**src/motion_data_pkg.sv**
```systemverilog
// Register indices, field layout and bus codes for the motion sensor data bank
package motion_data_pkg;

	localparam int ADDR_W = 12;
	localparam int DATA_W = 32;
	localparam int HALF_W = 16;
	localparam int SLOT_W = 5;

	// Register indices; byte address is four times the index
	localparam logic [9:0] IDX_GYRO_RAW_XY_WORD = 10'h056;
	localparam logic [9:0] IDX_GYRO_RAW_Z_WORD = 10'h057;
	localparam logic [9:0] IDX_GYRO_RAW_TIMESTAMP = 10'h058;
	localparam logic [9:0] IDX_ACCEL_RAW_XY_WORD = 10'h059;
	localparam logic [9:0] IDX_ACCEL_RAW_Z_WORD = 10'h05a;
	localparam logic [9:0] IDX_ACCEL_RAW_TIMESTAMP = 10'h05b;
	localparam logic [9:0] IDX_MAG_RAW_XY_WORD = 10'h05c;
	localparam logic [9:0] IDX_MAG_RAW_Z_WORD = 10'h05d;
	localparam logic [9:0] IDX_MAG_RAW_TIMESTAMP = 10'h05e;
	localparam logic [9:0] IDX_BOARD_TEMPERATURE = 10'h05f;
	localparam logic [9:0] IDX_BOARD_TEMPERATURE_TIMESTAMP = 10'h060;
	localparam logic [9:0] IDX_RATE_CAL_X = 10'h061;
	localparam logic [9:0] IDX_RATE_CAL_Y = 10'h062;
	localparam logic [9:0] IDX_RATE_CAL_Z = 10'h063;
	localparam logic [9:0] IDX_RATE_CAL_TIMESTAMP = 10'h064;
	localparam logic [9:0] IDX_ACCEL_CAL_X = 10'h065;
	localparam logic [9:0] IDX_ACCEL_CAL_Y = 10'h066;
	localparam logic [9:0] IDX_ACCEL_CAL_Z = 10'h067;
	localparam logic [9:0] IDX_ACCEL_CAL_TIMESTAMP = 10'h068;
	localparam logic [9:0] IDX_FIELD_CAL_X = 10'h069;
	localparam logic [9:0] IDX_FIELD_CAL_Y = 10'h06a;
	localparam logic [9:0] IDX_FIELD_CAL_Z = 10'h06b;
	localparam logic [9:0] IDX_FIELD_CAL_TIMESTAMP = 10'h06c;
	localparam logic [9:0] IDX_ATTITUDE_Q_FIRST_PAIR = 10'h06d;
	localparam logic [9:0] IDX_ATTITUDE_Q_SECOND_PAIR = 10'h06e;
	localparam logic [9:0] IDX_ATTITUDE_Q_TIMESTAMP = 10'h06f;

	localparam logic [9:0] IDX_FIRST = IDX_GYRO_RAW_XY_WORD;
	localparam logic [9:0] IDX_LAST = IDX_ATTITUDE_Q_TIMESTAMP;
	localparam int BANK_WORDS = 26;

	// Packed half-word layout
	localparam int UPPER_LSB = 16;
	localparam int LOWER_LSB = 0;
	localparam logic [15:0] RESERVED_HALF_VALUE = 16'h0000;

	// Quaternion scale: stored value is component times this factor
	localparam real QUAT_SCALE = 29789.09091;

	localparam logic [31:0] WORD_RESET = 32'h0000_0000;

	localparam logic [1:0] RESP_OKAY = 2'h0;
	localparam logic [1:0] RESP_SLVERR = 2'h2;
	localparam logic [31:0] UNMAPPED_READ = 32'h0000_0000;

endpackage

```
**src/sample_bank_store.sv**
```systemverilog
// Word store of the data bank: each word loads on its own strobe
`timescale 1ns/1ps
`default_nettype none

module sample_bank_store
	import motion_data_pkg::*;
#(
	parameter int WORDS = BANK_WORDS
) (
	// Clock and reset
	input wire logic aclk,
	input wire logic aresetn,
	// Update side
	input wire logic [WORDS-1:0] word_load,
	input wire logic [WORDS-1:0][31:0] word_din,
	// Read side
	output logic [WORDS-1:0][31:0] word_dout
);

	genvar k;
	generate
		for (k = 0; k < WORDS; k++) begin : g_word
			// One register per word, so each process owns its own variable
			logic [31:0] held_reg;

			always_ff @(posedge aclk) begin
				if (!aresetn) begin
					held_reg <= WORD_RESET;
				end else if (word_load[k]) begin
					held_reg <= word_din[k];
				end
			end

			assign word_dout[k] = held_reg;
		end
	endgenerate

endmodule

`default_nettype wire

```
**src/motion_data_regs.sv**
```systemverilog
// Read-only motion sensor data bank behind an AXI4-Lite slave
//
// Notes on behaviour
// - Gyro X upper, Y lower, signed 16-bit
// - Accel and mag X upper, Y lower
// - Z in upper half, lower half reserved
// - Each raw group has float timestamp
// - Temperature in Celsius as float
// - Temperature acquisition time as float
// - Calibrated rate per axis, consecutive floats
// - Calibrated rate set timestamp as float
// - Calibrated acceleration per axis, consecutive floats
// - Calibrated acceleration set timestamp as float
// - Calibrated field per axis, consecutive floats
// - Calibrated field set timestamp as float
// - Quaternion first, second packed, scaled signed
// - Quaternion third, fourth packed next word
// - Quaternion timestamp follows component words
//
// Added by the designer: register access over AXI4-Lite.
`timescale 1ns/1ps
`default_nettype none

module motion_data_regs
	import motion_data_pkg::*;
(
	// Clock and reset
	input wire logic aclk,
	input wire logic aresetn,

	// AXI4-Lite write address
	input wire logic [ADDR_W-1:0] s_axi_awaddr,
	input wire logic [2:0] s_axi_awprot,
	input wire logic s_axi_awvalid,
	output logic s_axi_awready,

	// AXI4-Lite write data
	input wire logic [DATA_W-1:0] s_axi_wdata,
	input wire logic [3:0] s_axi_wstrb,
	input wire logic s_axi_wvalid,
	output logic s_axi_wready,

	// AXI4-Lite write response
	output logic [1:0] s_axi_bresp,
	output logic s_axi_bvalid,
	input wire logic s_axi_bready,

	// AXI4-Lite read address
	input wire logic [ADDR_W-1:0] s_axi_araddr,
	input wire logic [2:0] s_axi_arprot,
	input wire logic s_axi_arvalid,
	output logic s_axi_arready,

	// AXI4-Lite read data
	output logic [DATA_W-1:0] s_axi_rdata,
	output logic [1:0] s_axi_rresp,
	output logic s_axi_rvalid,
	input wire logic s_axi_rready,

	// Raw gyro sample
	input wire logic gyro_raw_load,
	input wire logic [HALF_W-1:0] gyro_raw_x,
	input wire logic [HALF_W-1:0] gyro_raw_y,
	input wire logic [HALF_W-1:0] gyro_raw_z,
	input wire logic [DATA_W-1:0] gyro_raw_time,

	// Raw accelerometer sample
	input wire logic accel_raw_load,
	input wire logic [HALF_W-1:0] accel_raw_x,
	input wire logic [HALF_W-1:0] accel_raw_y,
	input wire logic [HALF_W-1:0] accel_raw_z,
	input wire logic [DATA_W-1:0] accel_raw_time,

	// Raw magnetometer sample
	input wire logic mag_raw_load,
	input wire logic [HALF_W-1:0] mag_raw_x,
	input wire logic [HALF_W-1:0] mag_raw_y,
	input wire logic [HALF_W-1:0] mag_raw_z,
	input wire logic [DATA_W-1:0] mag_raw_time,

	// Board temperature
	input wire logic temp_load,
	input wire logic [DATA_W-1:0] temp_value,
	input wire logic [DATA_W-1:0] temp_time,

	// Calibrated angular rate
	input wire logic rate_cal_load,
	input wire logic [DATA_W-1:0] rate_cal_x_in,
	input wire logic [DATA_W-1:0] rate_cal_y_in,
	input wire logic [DATA_W-1:0] rate_cal_z_in,
	input wire logic [DATA_W-1:0] rate_cal_time,

	// Calibrated acceleration
	input wire logic accel_cal_load,
	input wire logic [DATA_W-1:0] accel_cal_x_in,
	input wire logic [DATA_W-1:0] accel_cal_y_in,
	input wire logic [DATA_W-1:0] accel_cal_z_in,
	input wire logic [DATA_W-1:0] accel_cal_time,

	// Calibrated magnetic field
	input wire logic field_cal_load,
	input wire logic [DATA_W-1:0] field_cal_x_in,
	input wire logic [DATA_W-1:0] field_cal_y_in,
	input wire logic [DATA_W-1:0] field_cal_z_in,
	input wire logic [DATA_W-1:0] field_cal_time,

	// Attitude quaternion, already scaled to signed 16-bit
	input wire logic quat_load,
	input wire logic [HALF_W-1:0] quat_a,
	input wire logic [HALF_W-1:0] quat_b,
	input wire logic [HALF_W-1:0] quat_c,
	input wire logic [HALF_W-1:0] quat_d,
	input wire logic [DATA_W-1:0] quat_time
);

	// True when a byte address falls on a word of the bank
	function automatic logic in_bank(input logic [ADDR_W-1:0] addr);
		logic [9:0] idx;
		idx = addr[ADDR_W-1:2];
		in_bank = (idx >= IDX_FIRST) && (idx <= IDX_LAST);
	endfunction

	// Store slot of a byte address inside the bank
	function automatic logic [SLOT_W-1:0] slot_of(input logic [ADDR_W-1:0] addr);
		logic [9:0] diff;
		diff = addr[ADDR_W-1:2] - IDX_FIRST;
		slot_of = diff[SLOT_W-1:0];
	endfunction

	// Store slot of a register index, fixed at elaboration
	function automatic int slot(input logic [9:0] idx);
		slot = int'(idx - IDX_FIRST);
	endfunction

	// Two signed samples side by side, first one in the upper half
	function automatic logic [31:0] pack_pair(input logic [15:0] hi, input logic [15:0] lo);
		pack_pair = {hi, lo};
	endfunction

	// Axis sample in the upper half, lower half reserved
	function automatic logic [31:0] pack_upper(input logic [15:0] hi);
		pack_upper = {hi, RESERVED_HALF_VALUE};
	endfunction

	// Per-word strobes and data into the store
	logic [BANK_WORDS-1:0] word_load;
	logic [BANK_WORDS-1:0][31:0] word_din;
	logic [BANK_WORDS-1:0][31:0] word_dout;

	// Bus-side state
	logic aw_held_reg;
	logic aw_held_next;
	logic [ADDR_W-1:0] aw_addr_reg;
	logic w_held_reg;
	logic w_held_next;
	logic bvalid_reg;
	logic bvalid_next;
	logic [1:0] bresp_reg;
	logic rvalid_reg;
	logic rvalid_next;
	logic [DATA_W-1:0] rdata_reg;
	logic [1:0] rresp_reg;

	wire logic aw_take;
	wire logic w_take;
	wire logic aw_have;
	wire logic w_have;
	wire logic wr_done;
	wire logic [ADDR_W-1:0] wr_addr;
	wire logic wr_hit;
	wire logic ar_take;
	wire logic rd_hit;
	wire logic [DATA_W-1:0] rd_word;
	wire logic [1:0] wr_resp;
	wire logic [1:0] rd_resp;
	wire logic [SLOT_W-1:0] rd_slot;

	// Each group loads all its words on one strobe, so they stay consistent
	// Gyro X/Y packing
	assign word_din[slot(IDX_GYRO_RAW_XY_WORD)] = pack_pair(gyro_raw_x, gyro_raw_y);
	assign word_load[slot(IDX_GYRO_RAW_XY_WORD)] = gyro_raw_load;
	assign word_din[slot(IDX_GYRO_RAW_Z_WORD)] = pack_upper(gyro_raw_z);
	assign word_load[slot(IDX_GYRO_RAW_Z_WORD)] = gyro_raw_load;
	assign word_din[slot(IDX_GYRO_RAW_TIMESTAMP)] = gyro_raw_time;
	assign word_load[slot(IDX_GYRO_RAW_TIMESTAMP)] = gyro_raw_load;

	assign word_din[slot(IDX_ACCEL_RAW_XY_WORD)] = pack_pair(accel_raw_x, accel_raw_y);
	assign word_load[slot(IDX_ACCEL_RAW_XY_WORD)] = accel_raw_load;
	assign word_din[slot(IDX_ACCEL_RAW_Z_WORD)] = pack_upper(accel_raw_z);
	assign word_load[slot(IDX_ACCEL_RAW_Z_WORD)] = accel_raw_load;
	assign word_din[slot(IDX_ACCEL_RAW_TIMESTAMP)] = accel_raw_time;
	assign word_load[slot(IDX_ACCEL_RAW_TIMESTAMP)] = accel_raw_load;

	assign word_din[slot(IDX_MAG_RAW_XY_WORD)] = pack_pair(mag_raw_x, mag_raw_y);
	assign word_load[slot(IDX_MAG_RAW_XY_WORD)] = mag_raw_load;
	assign word_din[slot(IDX_MAG_RAW_Z_WORD)] = pack_upper(mag_raw_z);
	assign word_load[slot(IDX_MAG_RAW_Z_WORD)] = mag_raw_load;
	assign word_din[slot(IDX_MAG_RAW_TIMESTAMP)] = mag_raw_time;
	assign word_load[slot(IDX_MAG_RAW_TIMESTAMP)] = mag_raw_load;

	assign word_din[slot(IDX_BOARD_TEMPERATURE)] = temp_value;
	assign word_load[slot(IDX_BOARD_TEMPERATURE)] = temp_load;
	assign word_din[slot(IDX_BOARD_TEMPERATURE_TIMESTAMP)] = temp_time;
	assign word_load[slot(IDX_BOARD_TEMPERATURE_TIMESTAMP)] = temp_load;

	assign word_din[slot(IDX_RATE_CAL_X)] = rate_cal_x_in;
	assign word_din[slot(IDX_RATE_CAL_Y)] = rate_cal_y_in;
	assign word_din[slot(IDX_RATE_CAL_Z)] = rate_cal_z_in;
	assign word_load[slot(IDX_RATE_CAL_X)] = rate_cal_load;
	assign word_load[slot(IDX_RATE_CAL_Y)] = rate_cal_load;
	assign word_load[slot(IDX_RATE_CAL_Z)] = rate_cal_load;
	assign word_din[slot(IDX_RATE_CAL_TIMESTAMP)] = rate_cal_time;
	assign word_load[slot(IDX_RATE_CAL_TIMESTAMP)] = rate_cal_load;

	assign word_din[slot(IDX_ACCEL_CAL_X)] = accel_cal_x_in;
	assign word_din[slot(IDX_ACCEL_CAL_Y)] = accel_cal_y_in;
	assign word_din[slot(IDX_ACCEL_CAL_Z)] = accel_cal_z_in;
	assign word_load[slot(IDX_ACCEL_CAL_X)] = accel_cal_load;
	assign word_load[slot(IDX_ACCEL_CAL_Y)] = accel_cal_load;
	assign word_load[slot(IDX_ACCEL_CAL_Z)] = accel_cal_load;
	assign word_din[slot(IDX_ACCEL_CAL_TIMESTAMP)] = accel_cal_time;
	assign word_load[slot(IDX_ACCEL_CAL_TIMESTAMP)] = accel_cal_load;

	assign word_din[slot(IDX_FIELD_CAL_X)] = field_cal_x_in;
	assign word_din[slot(IDX_FIELD_CAL_Y)] = field_cal_y_in;
	assign word_din[slot(IDX_FIELD_CAL_Z)] = field_cal_z_in;
	assign word_load[slot(IDX_FIELD_CAL_X)] = field_cal_load;
	assign word_load[slot(IDX_FIELD_CAL_Y)] = field_cal_load;
	assign word_load[slot(IDX_FIELD_CAL_Z)] = field_cal_load;
	assign word_din[slot(IDX_FIELD_CAL_TIMESTAMP)] = field_cal_time;
	assign word_load[slot(IDX_FIELD_CAL_TIMESTAMP)] = field_cal_load;

	assign word_din[slot(IDX_ATTITUDE_Q_FIRST_PAIR)] = pack_pair(quat_a, quat_b);
	assign word_load[slot(IDX_ATTITUDE_Q_FIRST_PAIR)] = quat_load;
	assign word_din[slot(IDX_ATTITUDE_Q_SECOND_PAIR)] = pack_pair(quat_c, quat_d);
	assign word_load[slot(IDX_ATTITUDE_Q_SECOND_PAIR)] = quat_load;
	assign word_din[slot(IDX_ATTITUDE_Q_TIMESTAMP)] = quat_time;
	assign word_load[slot(IDX_ATTITUDE_Q_TIMESTAMP)] = quat_load;

	// Word storage; every word clears to zero on reset
	sample_bank_store #(
		.WORDS(BANK_WORDS)
	) u_store (
		.aclk(aclk),
		.aresetn(aresetn),
		.word_load(word_load),
		.word_din(word_din),
		.word_dout(word_dout)
	);

	// Write channel: address and data accepted in either order
	// A half taken early is held until its partner arrives
	assign s_axi_awready = !aw_held_reg && !bvalid_reg;
	assign s_axi_wready = !w_held_reg && !bvalid_reg;
	assign aw_take = s_axi_awvalid && s_axi_awready;
	assign w_take = s_axi_wvalid && s_axi_wready;
	assign aw_have = aw_held_reg || aw_take;
	assign w_have = w_held_reg || w_take;
	assign wr_done = aw_have && w_have && !bvalid_reg;
	assign wr_addr = aw_held_reg ? aw_addr_reg : s_axi_awaddr;
	assign wr_hit = in_bank(wr_addr);
	assign wr_resp = wr_hit ? RESP_OKAY : RESP_SLVERR;

	assign aw_held_next = wr_done ? 1'b0 : aw_have;
	assign w_held_next = wr_done ? 1'b0 : w_have;
	// No new write is taken while a response waits for bready
	assign bvalid_next = wr_done || (bvalid_reg && !s_axi_bready);

	always_ff @(posedge aclk) begin
		if (!aresetn) begin
			aw_held_reg <= 1'b0;
			w_held_reg <= 1'b0;
			bvalid_reg <= 1'b0;
			bresp_reg <= RESP_OKAY;
			aw_addr_reg <= '0;
		end else begin
			aw_held_reg <= aw_held_next;
			w_held_reg <= w_held_next;
			bvalid_reg <= bvalid_next;
			// Address kept for a data beat that arrives later
			if (aw_take) begin
				aw_addr_reg <= s_axi_awaddr;
			end
			if (wr_done) begin
				bresp_reg <= wr_resp;
			end
		end
	end

	assign s_axi_bvalid = bvalid_reg;
	assign s_axi_bresp = bresp_reg;

	// Read channel: one read under way at a time
	// arready stays low while an answer waits, so rdata is never overwritten
	assign s_axi_arready = !rvalid_reg;
	assign ar_take = s_axi_arvalid && s_axi_arready;
	assign rd_hit = in_bank(s_axi_araddr);
	assign rd_resp = rd_hit ? RESP_OKAY : RESP_SLVERR;
	// Low address bits are ignored; any byte of a word reads the whole word
	assign rd_slot = slot_of(s_axi_araddr);
	assign rd_word = rd_hit ? word_dout[rd_slot] : UNMAPPED_READ;
	assign rvalid_next = ar_take || (rvalid_reg && !s_axi_rready);

	// A load in the same cycle as the address still returns the old word
	always_ff @(posedge aclk) begin
		if (!aresetn) begin
			rvalid_reg <= 1'b0;
			rdata_reg <= UNMAPPED_READ;
			rresp_reg <= RESP_OKAY;
		end else begin
			rvalid_reg <= rvalid_next;
			if (ar_take) begin
				rdata_reg <= rd_word;
				rresp_reg <= rd_resp;
			end
		end
	end

	assign s_axi_rvalid = rvalid_reg;
	assign s_axi_rdata = rdata_reg;
	assign s_axi_rresp = rresp_reg;

endmodule

`default_nettype wire

```
**config.mk**
```make
export PLATFORM = sky130hd
export DESIGN_NAME = motion_data_regs
export DESIGN_NICKNAME = d
export VERILOG_FILES = /design/src/motion_data_pkg.sv /design/src/sample_bank_store.sv /design/src/motion_data_regs.sv
export SDC_FILE = /design/constraint.sdc
export NUM_CORES = 2
export LEC_CHECK = 0
export CORE_AREA = 2 2 356 358
export CTS_CLUSTER_DIAMETER = 100
export CTS_CLUSTER_SIZE = 10
export DETAILED_ROUTE_END_ITERATION = 7
export DIE_AREA = 0 0 358 360
export DONT_BUFFER_PORTS = 1
export SLEW_MARGIN = 20
export SYNTH_ARGS = -nofsm -noshare
export SYNTH_HDL_FRONTEND = slang
export SYNTH_SLANG_ARGS = --single-unit
```
**constraint.sdc**
```tcl
create_clock -name aclk -period 3.38 [get_ports aclk]
set_clock_uncertainty 0.1 [all_clocks]
set_input_delay 0.676 -clock aclk [delete_from_list [all_inputs] [get_ports aclk]]
set_output_delay 0.676 -clock aclk [all_outputs]
set_load 0.02 [all_outputs]
```
After elaboration in Yosys (flattened, before gate mapping):

Index checks and enable logic that the tools add are counted.

* register bits after elaboration: 836
* input bits: 865
* output and inout bits: 41
* word-level logic and storage cells: 69

* reduce and logical (&&, ||, !) cells: 22
* bitwise gates (word level): 1
* muxes and demuxes: 6
* magnitude comparators: 5
* add/subtract/negate cells: 1

Operators with widths (number)
* 32-bit binary-select mux with 5-bit select: 1
* 32-bit two-way mux: 2
* 10-bit by 7-bit greater-or-equal comparator with 1-bit output, second input constant: 2
* 10-bit by 7-bit less-or-equal comparator with 1-bit output, second input constant: 2
* 12-bit two-way mux: 1
* 1-bit logical AND: 11
* 1-bit zero test: 6
* 5-bit by 6-bit < comparator with 1-bit output, second input constant: 1
* 5-bit subtractor, second input constant: 1
* 1-bit logical OR: 4
* 2-bit two-way mux: 2
* 2-bit OR reduction: 1
* 1-bit NOT: 1

Longest topological paths before layout:

* depth in word-level cells: 7
* depth in mapped cells: 10
* gate-level depth less buffers: 6

By module:

A second synthesis with hierarchy kept.

* cells, all modules: 3575
* area total of the unflattened synthesis: 40377.5 um^2

Modules (own cells, without submodules)
* sample_bank_store: instances 1, seq. area each 16656.0 um^2, cells each 2692, area an instance 31338.8 um^2
* motion_data_regs: instances 1, seq. area each 940.9 um^2, cells each 883, area an instance 9038.7 um^2

Worst setup path after synthesis:

Ideal clock, no wire load.

* kind: input -> register
* from: input s_axi_araddr[3]
* to: register rdata_reg[17] (netlist: s_axi_rdata[17])
* path slack: 0.951 ns
* cell stages on the path: 6
* library setup time: 0.130 ns
* arrival: 2.199 ns
* buffers on the path: 2
* path through: ha_1 buf_2 clkbuf_1 mux2_2 a221oi_1 nor4b_2

* longest elaborated chain between the ends: 4

Ends and longest elaborated chain
* from (decl): line motion_data_regs.sv:49 `input wire logic [ADDR_W-1:0] s_axi_araddr,`
* 5-bit subtractor: line motion_data_regs.sv:126 `diff = addr[ADDR_W-1:2] - IDX_FIRST;`
* 32-bit binary-select mux with 5-bit select: line motion_data_regs.sv:301 `assign rd_word = rd_hit ? word_dout[rd_slot] : UNMAPPED_READ;`
* 32-bit two-way mux (not written as such): line motion_data_regs.sv:301
* 32-bit two-way mux (*): line motion_data_regs.sv:301
* to (signal assigned): line motion_data_regs.sv:313 `rdata_reg <= rd_word;`
* to (decl): line motion_data_regs.sv:161 `logic [DATA_W-1:0] rdata_reg;`

Every way passes the cells marked *; elsewhere a longest branch is shown, timed or not. The select of a mux whose other input is x is not followed.
A chain may end at the register's enable or synchronous reset.

==> metrics.yaml <==
run_status:
  status: "finished with violations"
  violations: "slew limit, setup timing"
clock_network:
  cts.sinks: 831
  clk_pin_slew_ps: 60
  htree_num_levels: 3
  clk_path_buf_depth: 3
  cts_setup_buffers: 0
  cts_made_buffers: 96
  clock_latency_ps: 720
  cts-root-buf: "clkbuf_16"
  cts_tree: "yes"
  ctsResizeCount: 0
timing:
  drv_slew: 631
  fin_crit_sh: 1.23
  slew_headroom: -1.92
  worst_pin_slew_ps: 4370
  layout_setup_ws_ps: -767
  hold_viol: 0
  fmax_mhz: 241
  hold_ws_ps: 73.3
  rsz0062_at_grt: "no"
  setup_viol: 118
  fin_crit_ps: 4150
route:
  antenna_left: 0
  drc: 0
  wirelength_um: 143000
  wire_per_inst_um: 24.8
  vias: 28739
  detail_route.vias_per_cell: 4.97
  drtIter0Drc: 2046
  dr.pass1.iters: 5
setup_path:
  crit_chain: "nand3_1 -> a22oi_1"
  crit_type: "in2reg"
  startpoint_type: "input pin"
  cpMaxStageDelayCell: "nand3_1"
  arrival_ps: 4600
  cp_max_fo: 845
  cp.required_ps: 3830
  crit_family: "simple AND/OR/NAND/NOR gates"
  path_buf_inv: 0
  cp-end-kind: "register"
  critPathMaxStageDelay_ps: 1620
global_route:
  grt_usage: 0.214
  grt_pass1_vias: 30049
  antenna_found_initial: 33
  grt_pass1_wl_um: 204000
  grt_overflow: 0
  grt_max_degree: 846
flow_run:
  drv_cap: 0
finish:
  largest_reg_flops: 784
  finalInstanceArea_sq_um: 50300
  postLayoutCoreUtil: 0.402
  areaGrowthSynthToFinish_pct: 32.9
  stdcell_count: 5777
  most-common-layout-cells: "mux2i_1 (893), dlygate4sd3_1 (859), dfxtp_1 (831), nor2b_1 (786), mux4_2 (130)"
  layout_commonest_cell: "mux2i_1"
  nNetsFinal: 4966
  drive_gt1_frac: 0.0778
logic_synthesis:
  synth_top_cell_by_area: "dfxtp_1"
  synth_edf_count: 0
  synth_fa_ha_area_frac: 0.000331
  yosysSeqAreaShare: 0.440
  yosysUniqueCellTypes: 47
  synth_top_area_frac: 0.440
  synth_top_family_by_area: "multiplexers"
  async_reset_ff_frac: 0
  synth_xor_area_frac: 0.000893
  yosys.area_share.simple: 0.154
  yosys_warnings: 0
  synth.mux.area_fraction: 0.319
  synth_area_sq_um: 37800
  synth_cells: 3389
  synth_top_flop_cell: "dfxtp_1"
  synth_compound_area_frac: 0.0515
  synth_area_leaders: "dfxtp_1 (44%), mux2i_1 (24%), nor2b_1 (13%)"
  synth_area_per_cell_sq_um: 11.2
  synth-seq-cells: 831
floorplan:
  rows: 130
  start_util: 0.303
  die_h_um: 360
  die_area_sq_um: 129000
  num_io_pins: 906
  chipWidth_um: 358
  core-area_sq_um: 125000
power:
  leakagePower_nw: 20.1
  p_seq_frac: 0.456
  pwr-share-comb: 0.143
  vdd.ir_drop.worst_mv: 0.434
  power_frac_clock: 0.401
  power.internal_w: 0.0176
  power_density_nw_per_um2: 468
  netSwitchingFraction: 0.251
  p_switching_w: 0.00589
place:
  placed_area_sq_um: 39000
  hpwl_um: 96300
  place.gp.congestion: 0.817
  port_buffers: 0
  place_inst: 4793
hold_path:
  hold_path_class: "in2reg"
-- timing repair --
| action | in CTS | in global routing |
|---|---|---|
| hold endpoints to repair | 711 | 0 |
| hold buffers | 859 | 0 |
| endpoints found under the setup margin | 0 | 0 |
-- synth_stat cells, drive strengths merged (16+ instances only) --
library cell	count
mux4	130
nor2b	789
o21ai	49
nor2	41
a221oi	31
nor4b	18
buf	125
a22oi	16
dfxtp	831
nand3	30
mux2i	893
a221o	31
o221ai	16
clkbuf	160
a211oi	17
nand2	58
a21oi	67
mux2	16
-- logic make-up after synthesis --
group,count (synthesis)
other,1
DFF,831
muxes,1039
buffers and inverters,288
AOI/OAI and AO/OA,274
and+or+nand+nor,952
xor gates and xnor gates,3
adders and majority gates,1
-- cell type report --
class	instances	area (sq um)
Inverter	3	11.3
Tap cell	1650	2060
Multi-Input combinational cell	2271	19900
Timing Repair Buffer	897	8920
Fill cell	11776	74700
Sequential cell	831	16600
Antenna cell	15	37.5
Clock inverter	11	194
Clock buffer	99	2450
-- per-stage QoR --
step,setup TNS (ps),power [W],setup slack (ps)
6_report,-8850,0.0235,-767
3_3_place_gp,0,0.0132,225
4_1_cts,0,0.0237,973
3_5_place_dp,0,0.0133,185
2_1_floorplan,0,0.0129,951
5_1_grt,0,0.0243,738
-- final timing paths --
kind | start | to | slack, ps | cells after the start
worst max-delay path | aresetn | s_axi_rdata[10]$_SDFFE_PN0P_ | -770 | 2
worst min-delay path | gyro_raw_y[7] | u_store.g_word[0].held_reg[7]$_SDFFE_PN0P_ | 70 | 2
worst max register to register | s_axi_rvalid$_SDFF_PN0_ | s_axi_rdata[5]$_SDFFE_PN0P_ | 910 | 5
worst min register to register | aw_addr_reg[8]$_SDFFE_PN0P_ | aw_addr_reg[8]$_SDFFE_PN0P_ | 380 | 2
-- per-layer routing --
| metal | global-route usage | up-vias | part of all wire |
|---|---|---|---|
| met5 | 0 | - | 0.00067 |
| met4 | 0.0829 | 16 | 0.036 |
| met3 | 0.0474 | 252 | 0.061 |
| met2 | 0.360 | 937 | 0.48 |
| met1 | 0.264 | 14185 | 0.42 |
| li1 | - | 13349 | - |
-- power by group through the flow --
stage	Sequential [W]	Clock (W)	Combinational [W]
6_report	0.0107	0.00944	0.00335
5_1_grt	0.0108	0.0100	0.00356
4_1_cts	0.0107	0.00967	0.00330
3_5_place_dp	0.0109	0	0.00234
3_3_place_gp	0.0109	0	0.00231
2_1_floorplan	0.0108	0	0.00214
Power figures use the tool's default switching activity.
